### src/rtl/pwm_defs.vh
// constants for the timer based pwm output block
`ifndef PWM_DEFS_VH
`define PWM_DEFS_VH
`define ADDR_CONTROL      5'h00
`define ADDR_PERIOD       5'h04
`define ADDR_DUTY_LOW     5'h08
`define ADDR_DUTY_LATCH   5'h0C
`define ADDR_TIMER_CTRL   5'h10
`define ADDR_STATUS       5'h14
`define ADDR_PORT_DIR     5'h18
`define ADDR_PORT_LATCH   5'h1C
`define CTRL_DUTY_LSB_HI  5
`define CTRL_DUTY_LSB_LO  4
`define CTRL_MODE_HI      3
`define CTRL_MODE_LO      0
`define MODE_PWM          2'h3
`define TCTRL_ON          2
`define TCTRL_PRE_HI      1
`define TCTRL_PRE_LO      0
`define TCTRL_POST_HI     6
`define TCTRL_POST_LO     3
`define PORT_PWM_BIT      2
`define RST_PERIOD        8'hFF
`define RST_PORT_DIR      8'hFF
`define RST_ZERO8         8'h00
`define OSC_PER_TICK      3'h4
`endif

### src/rtl/pwm_output.v
// pwm generator with shared base timer and axi4-lite register slave
// Notes on behaviour
// RULE1 - the output pin carries a pwm waveform whose duty has up to ten bits of resolution.
// RULE2 - software clears port direction bit 2 so the shared pin drives the waveform.
// RULE3 - writing zero to the whole control register forces the pwm latch low, not the port latch.
// RULE4 - the period is (period register + 1) times four oscillator periods times the prescale.
// RULE5 - when the timer equals the period register the next increment clears the timer.
// RULE6 - that same increment sets the output high unless the duty value is zero.
// RULE7 - that same increment copies the written duty into the internal duty latch.
// RULE8 - the postscaler does not shape the pwm frequency and only paces a slower update flag.
// RULE9 - the duty is the duty low register as eight msbs and control bits 5:4 as two lsbs.
// RULE10 - duty writes are taken at any time but only used after the next period match.
// RULE11 - in pwm mode the duty latch register is read-only and writes to it are ignored.
// RULE12 - the high time equals the duty value times one oscillator period times the prescale.
// RULE13 - the output falls when the timer with two fractional bits reaches the latched duty.
`include "pwm_defs.vh"
module pwm_output (
    input  wire        aclk,
    input  wire        aresetn,
    input  wire [4:0]  s_axi_awaddr,
    input  wire [2:0]  s_axi_awprot,
    input  wire        s_axi_awvalid,
    output wire        s_axi_awready,
    input  wire [31:0] s_axi_wdata,
    input  wire [3:0]  s_axi_wstrb,
    input  wire        s_axi_wvalid,
    output wire        s_axi_wready,
    output reg  [1:0]  s_axi_bresp,
    output reg         s_axi_bvalid,
    input  wire        s_axi_bready,
    input  wire [4:0]  s_axi_araddr,
    input  wire [2:0]  s_axi_arprot,
    input  wire        s_axi_arvalid,
    output wire        s_axi_arready,
    output reg  [31:0] s_axi_rdata,
    output reg  [1:0]  s_axi_rresp,
    output reg         s_axi_rvalid,
    input  wire        s_axi_rready,
    input  wire        port_pin_in,
    output reg         port_pin_out,
    output reg         port_pin_oe
);
    reg  [7:0] control_reg;
    reg  [7:0] period_reg;
    reg  [7:0] duty_low_reg;
    reg  [9:0] duty_latch_reg;
    reg  [6:0] timer_ctrl_reg;
    reg  [7:0] port_dir_reg;
    reg  [7:0] port_latch_reg;
    reg  [7:0] timer_reg;
    reg        pwm_latch_reg;
    reg  [3:0] post_cnt_reg;
    reg        update_flag_reg;
    reg        match_flag_reg;
    reg        aw_held_reg;
    reg        w_held_reg;
    reg  [4:0] aw_addr_reg;
    reg [31:0] w_data_reg;
    reg  [3:0] w_strb_reg;
    reg        pin_meta_reg;
    reg        pin_sync_reg;
    wire       tick;
    wire [1:0] frac;
    wire       pwm_mode = (control_reg[`CTRL_MODE_HI:`CTRL_MODE_HI-1] == `MODE_PWM);
    wire       pwm_run  = pwm_mode && timer_ctrl_reg[`TCTRL_ON];
    wire       period_match = (timer_reg == period_reg);
    wire [9:0] duty_written = {duty_low_reg, control_reg[`CTRL_DUTY_LSB_HI:`CTRL_DUTY_LSB_LO]}; // RULE9
    wire       do_write = aw_held_reg && w_held_reg && !s_axi_bvalid;
    wire       status_clear;
    // the registered latch alone would stretch every high phase by one clock cycle,
    // so the pin gate also ends the phase as soon as the count reaches the duty
    wire       pwm_level = pwm_latch_reg && ({timer_reg, frac} < duty_latch_reg); // RULE12 RULE13

    function is_addr;
        input [4:0] a;
        input [4:0] target;
        begin
            is_addr = (a[4:2] == target[4:2]);
        end
    endfunction

    pwm_prescaler u_prescaler (
        .aclk         (aclk),
        .aresetn      (aresetn),
        .run          (pwm_run),
        .pre_sel      (timer_ctrl_reg[`TCTRL_PRE_HI:`TCTRL_PRE_LO]),
        .quarter_tick (tick),
        .frac         (frac)
    );

    // pin input passes two flops before being read back
    always @(posedge aclk) begin
        if (!aresetn) begin
            pin_meta_reg <= 1'b0;
            pin_sync_reg <= 1'b0;
        end else begin
            pin_meta_reg <= port_pin_in;
            pin_sync_reg <= pin_meta_reg;
        end
    end

    // write channels are taken independently, in either order
    assign s_axi_awready = !aw_held_reg;
    assign s_axi_wready  = !w_held_reg;
    assign s_axi_arready = !s_axi_rvalid;
    assign status_clear  = do_write && is_addr(aw_addr_reg, `ADDR_STATUS) && w_strb_reg[0];

    always @(posedge aclk) begin
        if (!aresetn) begin
            aw_held_reg  <= 1'b0;
            w_held_reg   <= 1'b0;
            aw_addr_reg  <= 5'h00;
            w_data_reg   <= 32'h00000000;
            w_strb_reg   <= 4'h0;
            s_axi_bvalid <= 1'b0;
            s_axi_bresp  <= 2'h0;
        end else begin
            if (s_axi_awvalid && !aw_held_reg) begin
                aw_held_reg <= 1'b1;
                aw_addr_reg <= s_axi_awaddr;
            end
            if (s_axi_wvalid && !w_held_reg) begin
                w_held_reg <= 1'b1;
                w_data_reg <= s_axi_wdata;
                w_strb_reg <= s_axi_wstrb;
            end
            if (do_write) begin
                aw_held_reg  <= 1'b0;
                w_held_reg   <= 1'b0;
                s_axi_bvalid <= 1'b1;
                s_axi_bresp  <= 2'h0;
            end else if (s_axi_bvalid && s_axi_bready) begin
                s_axi_bvalid <= 1'b0;
            end
        end
    end

    // software registers; only byte lane 0 carries data
    always @(posedge aclk) begin
        if (!aresetn) begin
            control_reg    <= `RST_ZERO8;
            period_reg     <= `RST_PERIOD;
            duty_low_reg   <= `RST_ZERO8;
            timer_ctrl_reg <= 7'h00;
            port_dir_reg   <= `RST_PORT_DIR;
            port_latch_reg <= `RST_ZERO8;
        end else if (do_write && w_strb_reg[0]) begin
            case (aw_addr_reg[4:2])
                3'h0:    control_reg    <= w_data_reg[7:0];
                3'h1:    period_reg     <= w_data_reg[7:0];
                3'h2:    duty_low_reg   <= w_data_reg[7:0];
                3'h4:    timer_ctrl_reg <= w_data_reg[6:0];
                3'h6:    port_dir_reg   <= w_data_reg[7:0];
                3'h7:    port_latch_reg <= w_data_reg[7:0];
                default: port_latch_reg <= port_latch_reg;
            endcase
        end
    end

    // base timer, duty latch and output latch
    always @(posedge aclk) begin
        if (!aresetn) begin
            timer_reg       <= 8'h00;
            duty_latch_reg  <= 10'h000;
            pwm_latch_reg   <= 1'b0;
            post_cnt_reg    <= 4'h0;
            update_flag_reg <= 1'b0;
            match_flag_reg  <= 1'b0;
        end else begin
            if (!pwm_mode && do_write && w_strb_reg[0] && is_addr(aw_addr_reg, `ADDR_DUTY_LATCH)) begin
                duty_latch_reg <= {w_data_reg[7:0], 2'h0}; // RULE11
            end
            // clear first so that a match in the same cycle overrides it
            if (status_clear) begin
                match_flag_reg  <= match_flag_reg & ~w_data_reg[0];
                update_flag_reg <= update_flag_reg & ~w_data_reg[1];
            end
            if (pwm_run && tick) begin
                if (period_match) begin
                    timer_reg      <= 8'h00; // RULE5
                    duty_latch_reg <= duty_written; // RULE7 RULE10
                    pwm_latch_reg  <= (duty_written != 10'h000); // RULE6
                    match_flag_reg <= 1'b1;
                    // postscaler only paces the update flag, never the period
                    if (post_cnt_reg == timer_ctrl_reg[`TCTRL_POST_HI:`TCTRL_POST_LO]) begin
                        post_cnt_reg    <= 4'h0;
                        update_flag_reg <= 1'b1; // RULE8
                    end else begin
                        post_cnt_reg <= post_cnt_reg + 4'h1;
                    end
                end else begin
                    timer_reg <= timer_reg + 8'h01; // RULE4
                end
            end
            // fall on timer:frac reaching duty, checked every clock cycle except a period-match tick
            if (pwm_run && !(tick && period_match) && ({timer_reg, frac} >= duty_latch_reg)) begin
                pwm_latch_reg <= 1'b0; // RULE12 RULE13
            end
            if (do_write && is_addr(aw_addr_reg, `ADDR_CONTROL) && w_strb_reg[0] && w_data_reg[7:0] == 8'h00) begin
                pwm_latch_reg <= 1'b0; // RULE3
            end
        end
    end

    // pin mux: pwm latch overrides port latch when mode is pwm
    always @(posedge aclk) begin
        if (!aresetn) begin
            port_pin_out <= 1'b0;
            port_pin_oe  <= 1'b0;
        end else begin
            port_pin_out <= pwm_mode ? pwm_level : port_latch_reg[`PORT_PWM_BIT]; // RULE1
            port_pin_oe  <= !port_dir_reg[`PORT_PWM_BIT]; // RULE2
        end
    end

    always @(posedge aclk) begin
        if (!aresetn) begin
            s_axi_rvalid <= 1'b0;
            s_axi_rdata  <= 32'h00000000;
            s_axi_rresp  <= 2'h0;
        end else if (s_axi_arvalid && !s_axi_rvalid) begin
            s_axi_rvalid <= 1'b1;
            s_axi_rresp  <= 2'h0;
            case (s_axi_araddr[4:2])
                3'h0:    s_axi_rdata <= {24'h000000, control_reg};
                3'h1:    s_axi_rdata <= {24'h000000, period_reg};
                3'h2:    s_axi_rdata <= {24'h000000, duty_low_reg};
                3'h3:    s_axi_rdata <= {22'h000000, duty_latch_reg};
                3'h4:    s_axi_rdata <= {17'h00000, timer_reg, timer_ctrl_reg};
                3'h5:    s_axi_rdata <= {28'h0000000, pwm_latch_reg, pin_sync_reg, update_flag_reg, match_flag_reg};
                3'h6:    s_axi_rdata <= {24'h000000, port_dir_reg};
                default: s_axi_rdata <= {24'h000000, port_latch_reg};
            endcase
        end else if (s_axi_rvalid && s_axi_rready) begin
            s_axi_rvalid <= 1'b0;
        end
    end
endmodule // pwm_output

### src/rtl/pwm_prescaler.v
// oscillator divider and prescaler producing one-cycle timer ticks
module pwm_prescaler (
    input  wire       aclk,
    input  wire       aresetn,
    input  wire       run,
    input  wire [1:0] pre_sel,
    output reg        quarter_tick,
    output reg  [1:0] frac
);
    reg [5:0] cnt_reg;
    reg [5:0] limit;
    // prescale 1, 4, 16 (code 2 and 3), times four oscillator periods per increment
    always @* begin
        case (pre_sel)
            2'h0:    limit = 6'h03;
            2'h1:    limit = 6'h0F;
            default: limit = 6'h3F;
        endcase
    end
    always @(posedge aclk) begin
        if (!aresetn || !run) begin
            cnt_reg      <= 6'h00;
            quarter_tick <= 1'b0;
            frac         <= 2'h0;
        end else begin
            quarter_tick <= (cnt_reg == limit);
            cnt_reg      <= (cnt_reg == limit) ? 6'h00 : cnt_reg + 6'h01;
            // two fractional bits: quarters of a timer increment
            case (pre_sel)
                2'h0:    frac <= cnt_reg[1:0];
                2'h1:    frac <= cnt_reg[3:2];
                default: frac <= cnt_reg[5:4];
            endcase
        end
    end
endmodule // pwm_prescaler

### config.mk
export PLATFORM = sky130hd
export DESIGN_NAME = pwm_output
export DESIGN_NICKNAME = d
export VERILOG_FILES = /design/src/rtl/pwm_output.v /design/src/rtl/pwm_prescaler.v
export VERILOG_INCLUDE_DIRS = /design/src /design/src/rtl
export SDC_FILE = /design/constraint.sdc
export NUM_CORES = 1
export LEC_CHECK = 0
export ABC_AREA = 1
export ABC_CLOCK_PERIOD_IN_PS = 1900
export BUFFER_PORTS_ARGS = -buffer_cell sky130_fd_sc_hd__buf_2
export CAP_MARGIN = 15
export CORE_ASPECT_RATIO = 0.5
export CORE_MARGIN = 2
export CORE_UTILIZATION = 40
export DETAILED_ROUTE_END_ITERATION = 16
export HOLD_SLACK_MARGIN = 0.08
export PLACE_DENSITY_LB_ADDON = 0.1
export REMOVE_ABC_BUFFERS = 1
export SLEW_MARGIN = 20
export SYNTH_ARGS = -nofsm -noshare
export SYNTH_HDL_FRONTEND = slang
export SYNTH_SLANG_ARGS = --single-unit
### constraint.sdc
create_clock -name aclk -period 1.9 [get_ports aclk]
set_clock_uncertainty 0.1 [all_clocks]
set_input_delay 0 -clock aclk [delete_from_list [all_inputs] [get_ports aclk]]
set_output_delay 0 -clock aclk [all_outputs]
set_load 0.005 [all_outputs]
Yosys cells after proc, flatten, opt, wreduce, memory -nomap -nowiden
Index checks and enable logic that the tools add are counted.
Word-level totals
  input port bits: 60
  ROM bits: 0
  register bits: 135
  bits in latches: 0
  logic and storage cells: 124
  output and inout port bits: 43
  memories kept: 0
  memory bits (writable): 0
Operators by class
  $add $sub $neg: 3
  $mul: 0
  eq/ne operators: 18
  div/mod/pow operators: 0
  bitwise operators: 5
  reductions and logical operators: 49
  muxes and demuxes: 20
  shift-type cells: 0
  order comparisons: 2
Operators with widths (number)
  $pmux W15 S7: 1
  $mux W10: 3
  $logic_and A1 B1 Y1: 22
  $eq A3 B3 Y1 const B: 7
  $reduce_and A2 Y1: 7
  $eq A3 B2 Y1 const B: 4
  $mux W1: 12
  $pmux W6 S2: 1
  $ge A10 B10 Y1: 1
  $lt A10 B10 Y1: 1
  $reduce_bool A10 Y1: 1
  $logic_not A1 Y1: 9
  $add A8 B1 Y8 const B: 1
  $eq A8 B8 Y1: 1
  $logic_not A8 Y1: 1
  $mux W8: 1
  $add A6 B1 Y6 const B: 1
  $eq A3 B1 Y1 const B: 2
  $eq A6 B6 Y1: 1
  $logic_not A3 Y1: 2
  $add A4 B1 Y4 const B: 1
  $eq A4 B4 Y1: 1
  $mux W4: 1
  $pmux W2 S2: 1
  9 further kinds: 14

Longest topological paths before layout
  depth after elaboration: 8
  mapped depth: 11
  gate-level depth less buffers: 11

Hierarchy
A second synthesis with hierarchy kept.
Second synthesis, totals
  cells, all modules: 808
  area total of the unflattened synthesis: 5657.9 sq um
Modules (own cells, without submodules)
  pwm_output: sequential area each 2142.1 sq um, cells an instance 753, instances 1, area each 5257.5 sq um
  pwm_prescaler: sequential area each 180.2 sq um, cells an instance 55, instances 1, area each 400.4 sq um

Worst setup path before layout
Ideal clock, no wire load.
  path type: reg2reg
  start point: register timer_reg[0]
  end point: register post_cnt_reg[1]
  period minus slack after synthesis: 1.406 ns
  setup slack: 0.494 ns
  data arrival time: 1.192 ns
  setup time: 0.113 ns
  stages on the path, launching flop included: 12
  buffers on the path: 0
  data required time: 1.687 ns
  path through: dfxtp_1 -> inv_1 -> nand2_1 -> nand2_1 -> nor2_1 -> nand2_1 -> nor2_4 -> nand2_4 -> nand2_8 -> inv_4 -> nand2_1 -> nand2_1
Between the ends
  word-level cells in the longest chain between the ends: 2
RTL lines
  from (decl): line pwm_output.v:50  | reg [7:0] timer_reg;
  from (signal assigned): line pwm_output.v:192  | timer_reg <= timer_reg + 8'h01;
  $eq A8 B8 Y1: line pwm_output.v:66  | wire period_match = (timer_reg == period_reg);
  $reduce_and A2 Y1 (no source line)
  to (signal assigned): line pwm_output.v:189  | post_cnt_reg <= post_cnt_reg + 4'h1;
  to (decl): line pwm_output.v:52  | reg [3:0] post_cnt_reg;
No other way between the ends.
A chain may end at the register's enable or synchronous reset.

Worst setup path in the final report
  start point: register duty_latch_reg[7]
  end point: register port_pin_out
Between the ends
  word-level cells in the longest chain between the ends: 3
RTL lines
  from (decl): line pwm_output.v:46  | reg [9:0] duty_latch_reg;
  from (signal assigned): line pwm_output.v:171  | duty_latch_reg <= {w_data_reg[7:0], 2'h0};
  from (signal assigned): line pwm_output.v:181  | duty_latch_reg <= duty_written;
  $lt A10 B10 Y1: line pwm_output.v:72  | wire pwm_level = pwm_latch_reg && ({timer_reg, frac} < duty_latch_reg);
  $logic_and A1 B1 Y1: line pwm_output.v:72
  $mux W1: line pwm_output.v:211  | port_pin_out <= pwm_mode ? pwm_level : port_latch_reg[`PORT_PWM_BIT];
  to (signal assigned): line pwm_output.v:211
  to (decl): line pwm_output.v:40  | output reg port_pin_out,
No other way between the ends.

==> metrics.yaml <==
final_layout:
  antenna_cells: 0
  largest_reg_flops: 15
  drive_gt1_share_pct: 14.70
  areaGrowthSynthToFinish_pct: 21.83
  nNetsFinal: 965
  final_core_util_pct: 50.68
global_routing:
  grt_pass1_wl_mm: 26.30
  antenna_found_initial: 0
  grt.total_usage_pct: 22.90
  overflow: 0
  grt_pass1_vias: 4879
  grt_max_degree: 67
detailed_routing:
  route.detailed.drc: 0
  final_antenna_net_count: 0
  wl_mm: 16.72
  dr.pass1.iters: 5
  wl_per_cell_um: 15.24
  drtIter0Drc: 403
  vias_per_cell: 4.829
  vias: 5297
power:
  ir_drop_mv: 0.5346
  design_power_total_mw: 5.953
  p_leak_nw: 3.195
  power_density_nw_per_um2: 852.7
die:
  core_um2: 13780
  die_area_um2: 15360
  die_y_um: 88.64
  die_x_um: 173.3
  start_util_pct: 41.60
  fp-row-count: 30
  ioPinCount: 103
sta:
  setup_viol: 0
  setup_tns_ps: 0
  drv_slew: 0
  tightest_slew_ps: 566.4
  setup_slack_ps: 68.84
  final-hold-violation-count: 0
  rsz0062_at_grt: "false"
  max_slew_margin_pct: 62.03
  clock.fmax_mhz: 546.1
  period_needed_ps: 1831
  whs_ps: 114.8
  period_share_pct: 96.38
synth:
  synth_area_per_cell_um2: 7.110
  syn_area_um2: 5730
  synthesis.instances: 806
  seq_area_frac_synth_pct: 40.52
  yosysUniqueCellTypes: 40
  yosysWarnings: 0
  ys_ff_latch: 116
outcome:
  outcome: "finished, final reports clean"
setup_path:
  crit_arrival_ps: 2060
  crit_start: "duty_latch_reg[7]"
  worstSetupPathType: "reg2reg"
  path_max_fanout: 2
  reg2reg_from: "duty_latch_reg[7]"
  end_kind: "flip-flop"
  cp.required_ps: 2130
  start_kind: "flip-flop"
placed_design:
  io_buffers: 44
  dp_hpwl_mm: 12.07
  place_congestion: 0.8999
  dp_slack_ps: 117.8
clock_tree:
  clk_pin_slew_ps: 60
  clockBufferDepth: 2
  cts_root_buffer: "clkbuf_16"
  htree_levels: 4
  post_cts_buffers: 0
  cts_buffers: 17
  cts_tree: "built"
  clk_latency_ps: 410
  cts_sinks: 116
hold_path:
  hold_class: "in2reg"
  worstHoldStart: "s_axi_araddr[4]"
job:
  maxCapViolations: 0
## stage by stage
step	area, um2	cells
after floorplan	5532	785
after global placement	6080	1031
after detailed placement	6080	1031
after CTS	6973	1097
after global routing	6982	1097
final	6982	1097
## synthesized netlist by cell type (all sizes together)
library cell / n / area share [%]
nand2: 196 / 14
xor2: 10 / 1.5
o21bai: 1 / 0.13
nor4: 2 / 0.22
nor3: 9 / 0.96
o21ai: 81 / 7.1
inv: 101 / 6.7
ha: 13 / 2.8
dfxtp: 116 / 41
nand4: 7 / 0.76
a21oi: 76 / 6.6
conb: 1 / 0.065
or2: 2 / 0.22
clkbuf: 9 / 0.59
xnor2: 3 / 0.46
o211ai: 6 / 0.79
clkinv: 2 / 0.15
buf: 32 / 4.2
nand3b: 1 / 0.13
o21a: 1 / 0.13
o22ai: 13 / 1.4
and2: 4 / 0.44
nand3: 26 / 2.5
nor2: 93 / 7.7
a211oi: 1 / 0.22
## area by class of cell
type	count	area, um2
flip-flops and latches	116	2328
clock buffers	19	442.9
repair buffers	88	648.1
clock inverters	13	110.1
well taps	192	240.2
inverters	103	390.4
multi-input cells	566	2821
fillers	1395	6794
## cell usage in the layout (no fill, tap or decap), types with 9 or more instances in the layout
cell type | synthesis | layout
inv_1 | 91 | 90
conb_1 | 1 | 21
inv_2 | 9 | 10
ha_1 | 13 | 13
o21ai_0 | 79 | 79
nand2_1 | 189 | 189
buf_4 | 23 | 9
o22ai_1 | 13 | 13
buf_2 | 3 | 44
nand3_1 | 23 | 23
nor2_1 | 78 | 77
dlygate4sd3_1 | 0 | 34
clkbuf_16 | 0 | 17
a21oi_1 | 76 | 76
dfxtp_1 | 116 | 111
xor2_1 | 10 | 10
## where the power goes
group | internal, mW | switching, mW | total, mW
Combinational | 0.167 | 0.261 | 0.428
Sequential | 2.49 | 0.0458 | 2.53
Clock | 1.82 | 1.17 | 2.99
Total | 4.47 | 1.48 | 5.95
## worst paths after layout
check / slack (ps) / cells after the start / to
max reg2reg: 70 / 7 / port_pin_out
min reg2reg: 310 / 2 / pin_sync_reg
max: 70 / 7 / port_pin_out
min: 110 / 5 / s_axi_rdata[12]
## worst max-delay path, cell delays in order (launching register included)
cell     delay (ps)
dfxtp_1         320
inv_1           110
ha_1            320
nand2_1          60
nand2_1          40
a21oi_1         260
nand4_1         270
a21oi_1         260
## what timing repair did
item                                    in CTS  in global routing
hold buffers                                34                  0
endpoints found under the setup margin       0                 18
gates resized for setup                      0                  7
endpoints found under the hold margin       75                  0
## layer usage
metal  wire, um  share of wire [%]  GRT usage (%)
met4        166               0.99          7.319
met1       8620                 52          32.74
met5          0                  0              0
met2       6854                 41          34.51
met3       1080                6.5          5.112
## logic make-up after synthesis
logic type / after synthesis / synth area share, %
xor gates and xnor gates: 13 / 1.987
buffers and inverters: 144 / 11.59
DFF: 116 / 40.52
and+or+nand+nor: 340 / 26.59
other: 1 / 0.06544
adders and majority gates: 13 / 2.838
AOI/OAI and AO/OA: 179 / 16.40
Note: power is estimated with default switching activity, not from simulation.
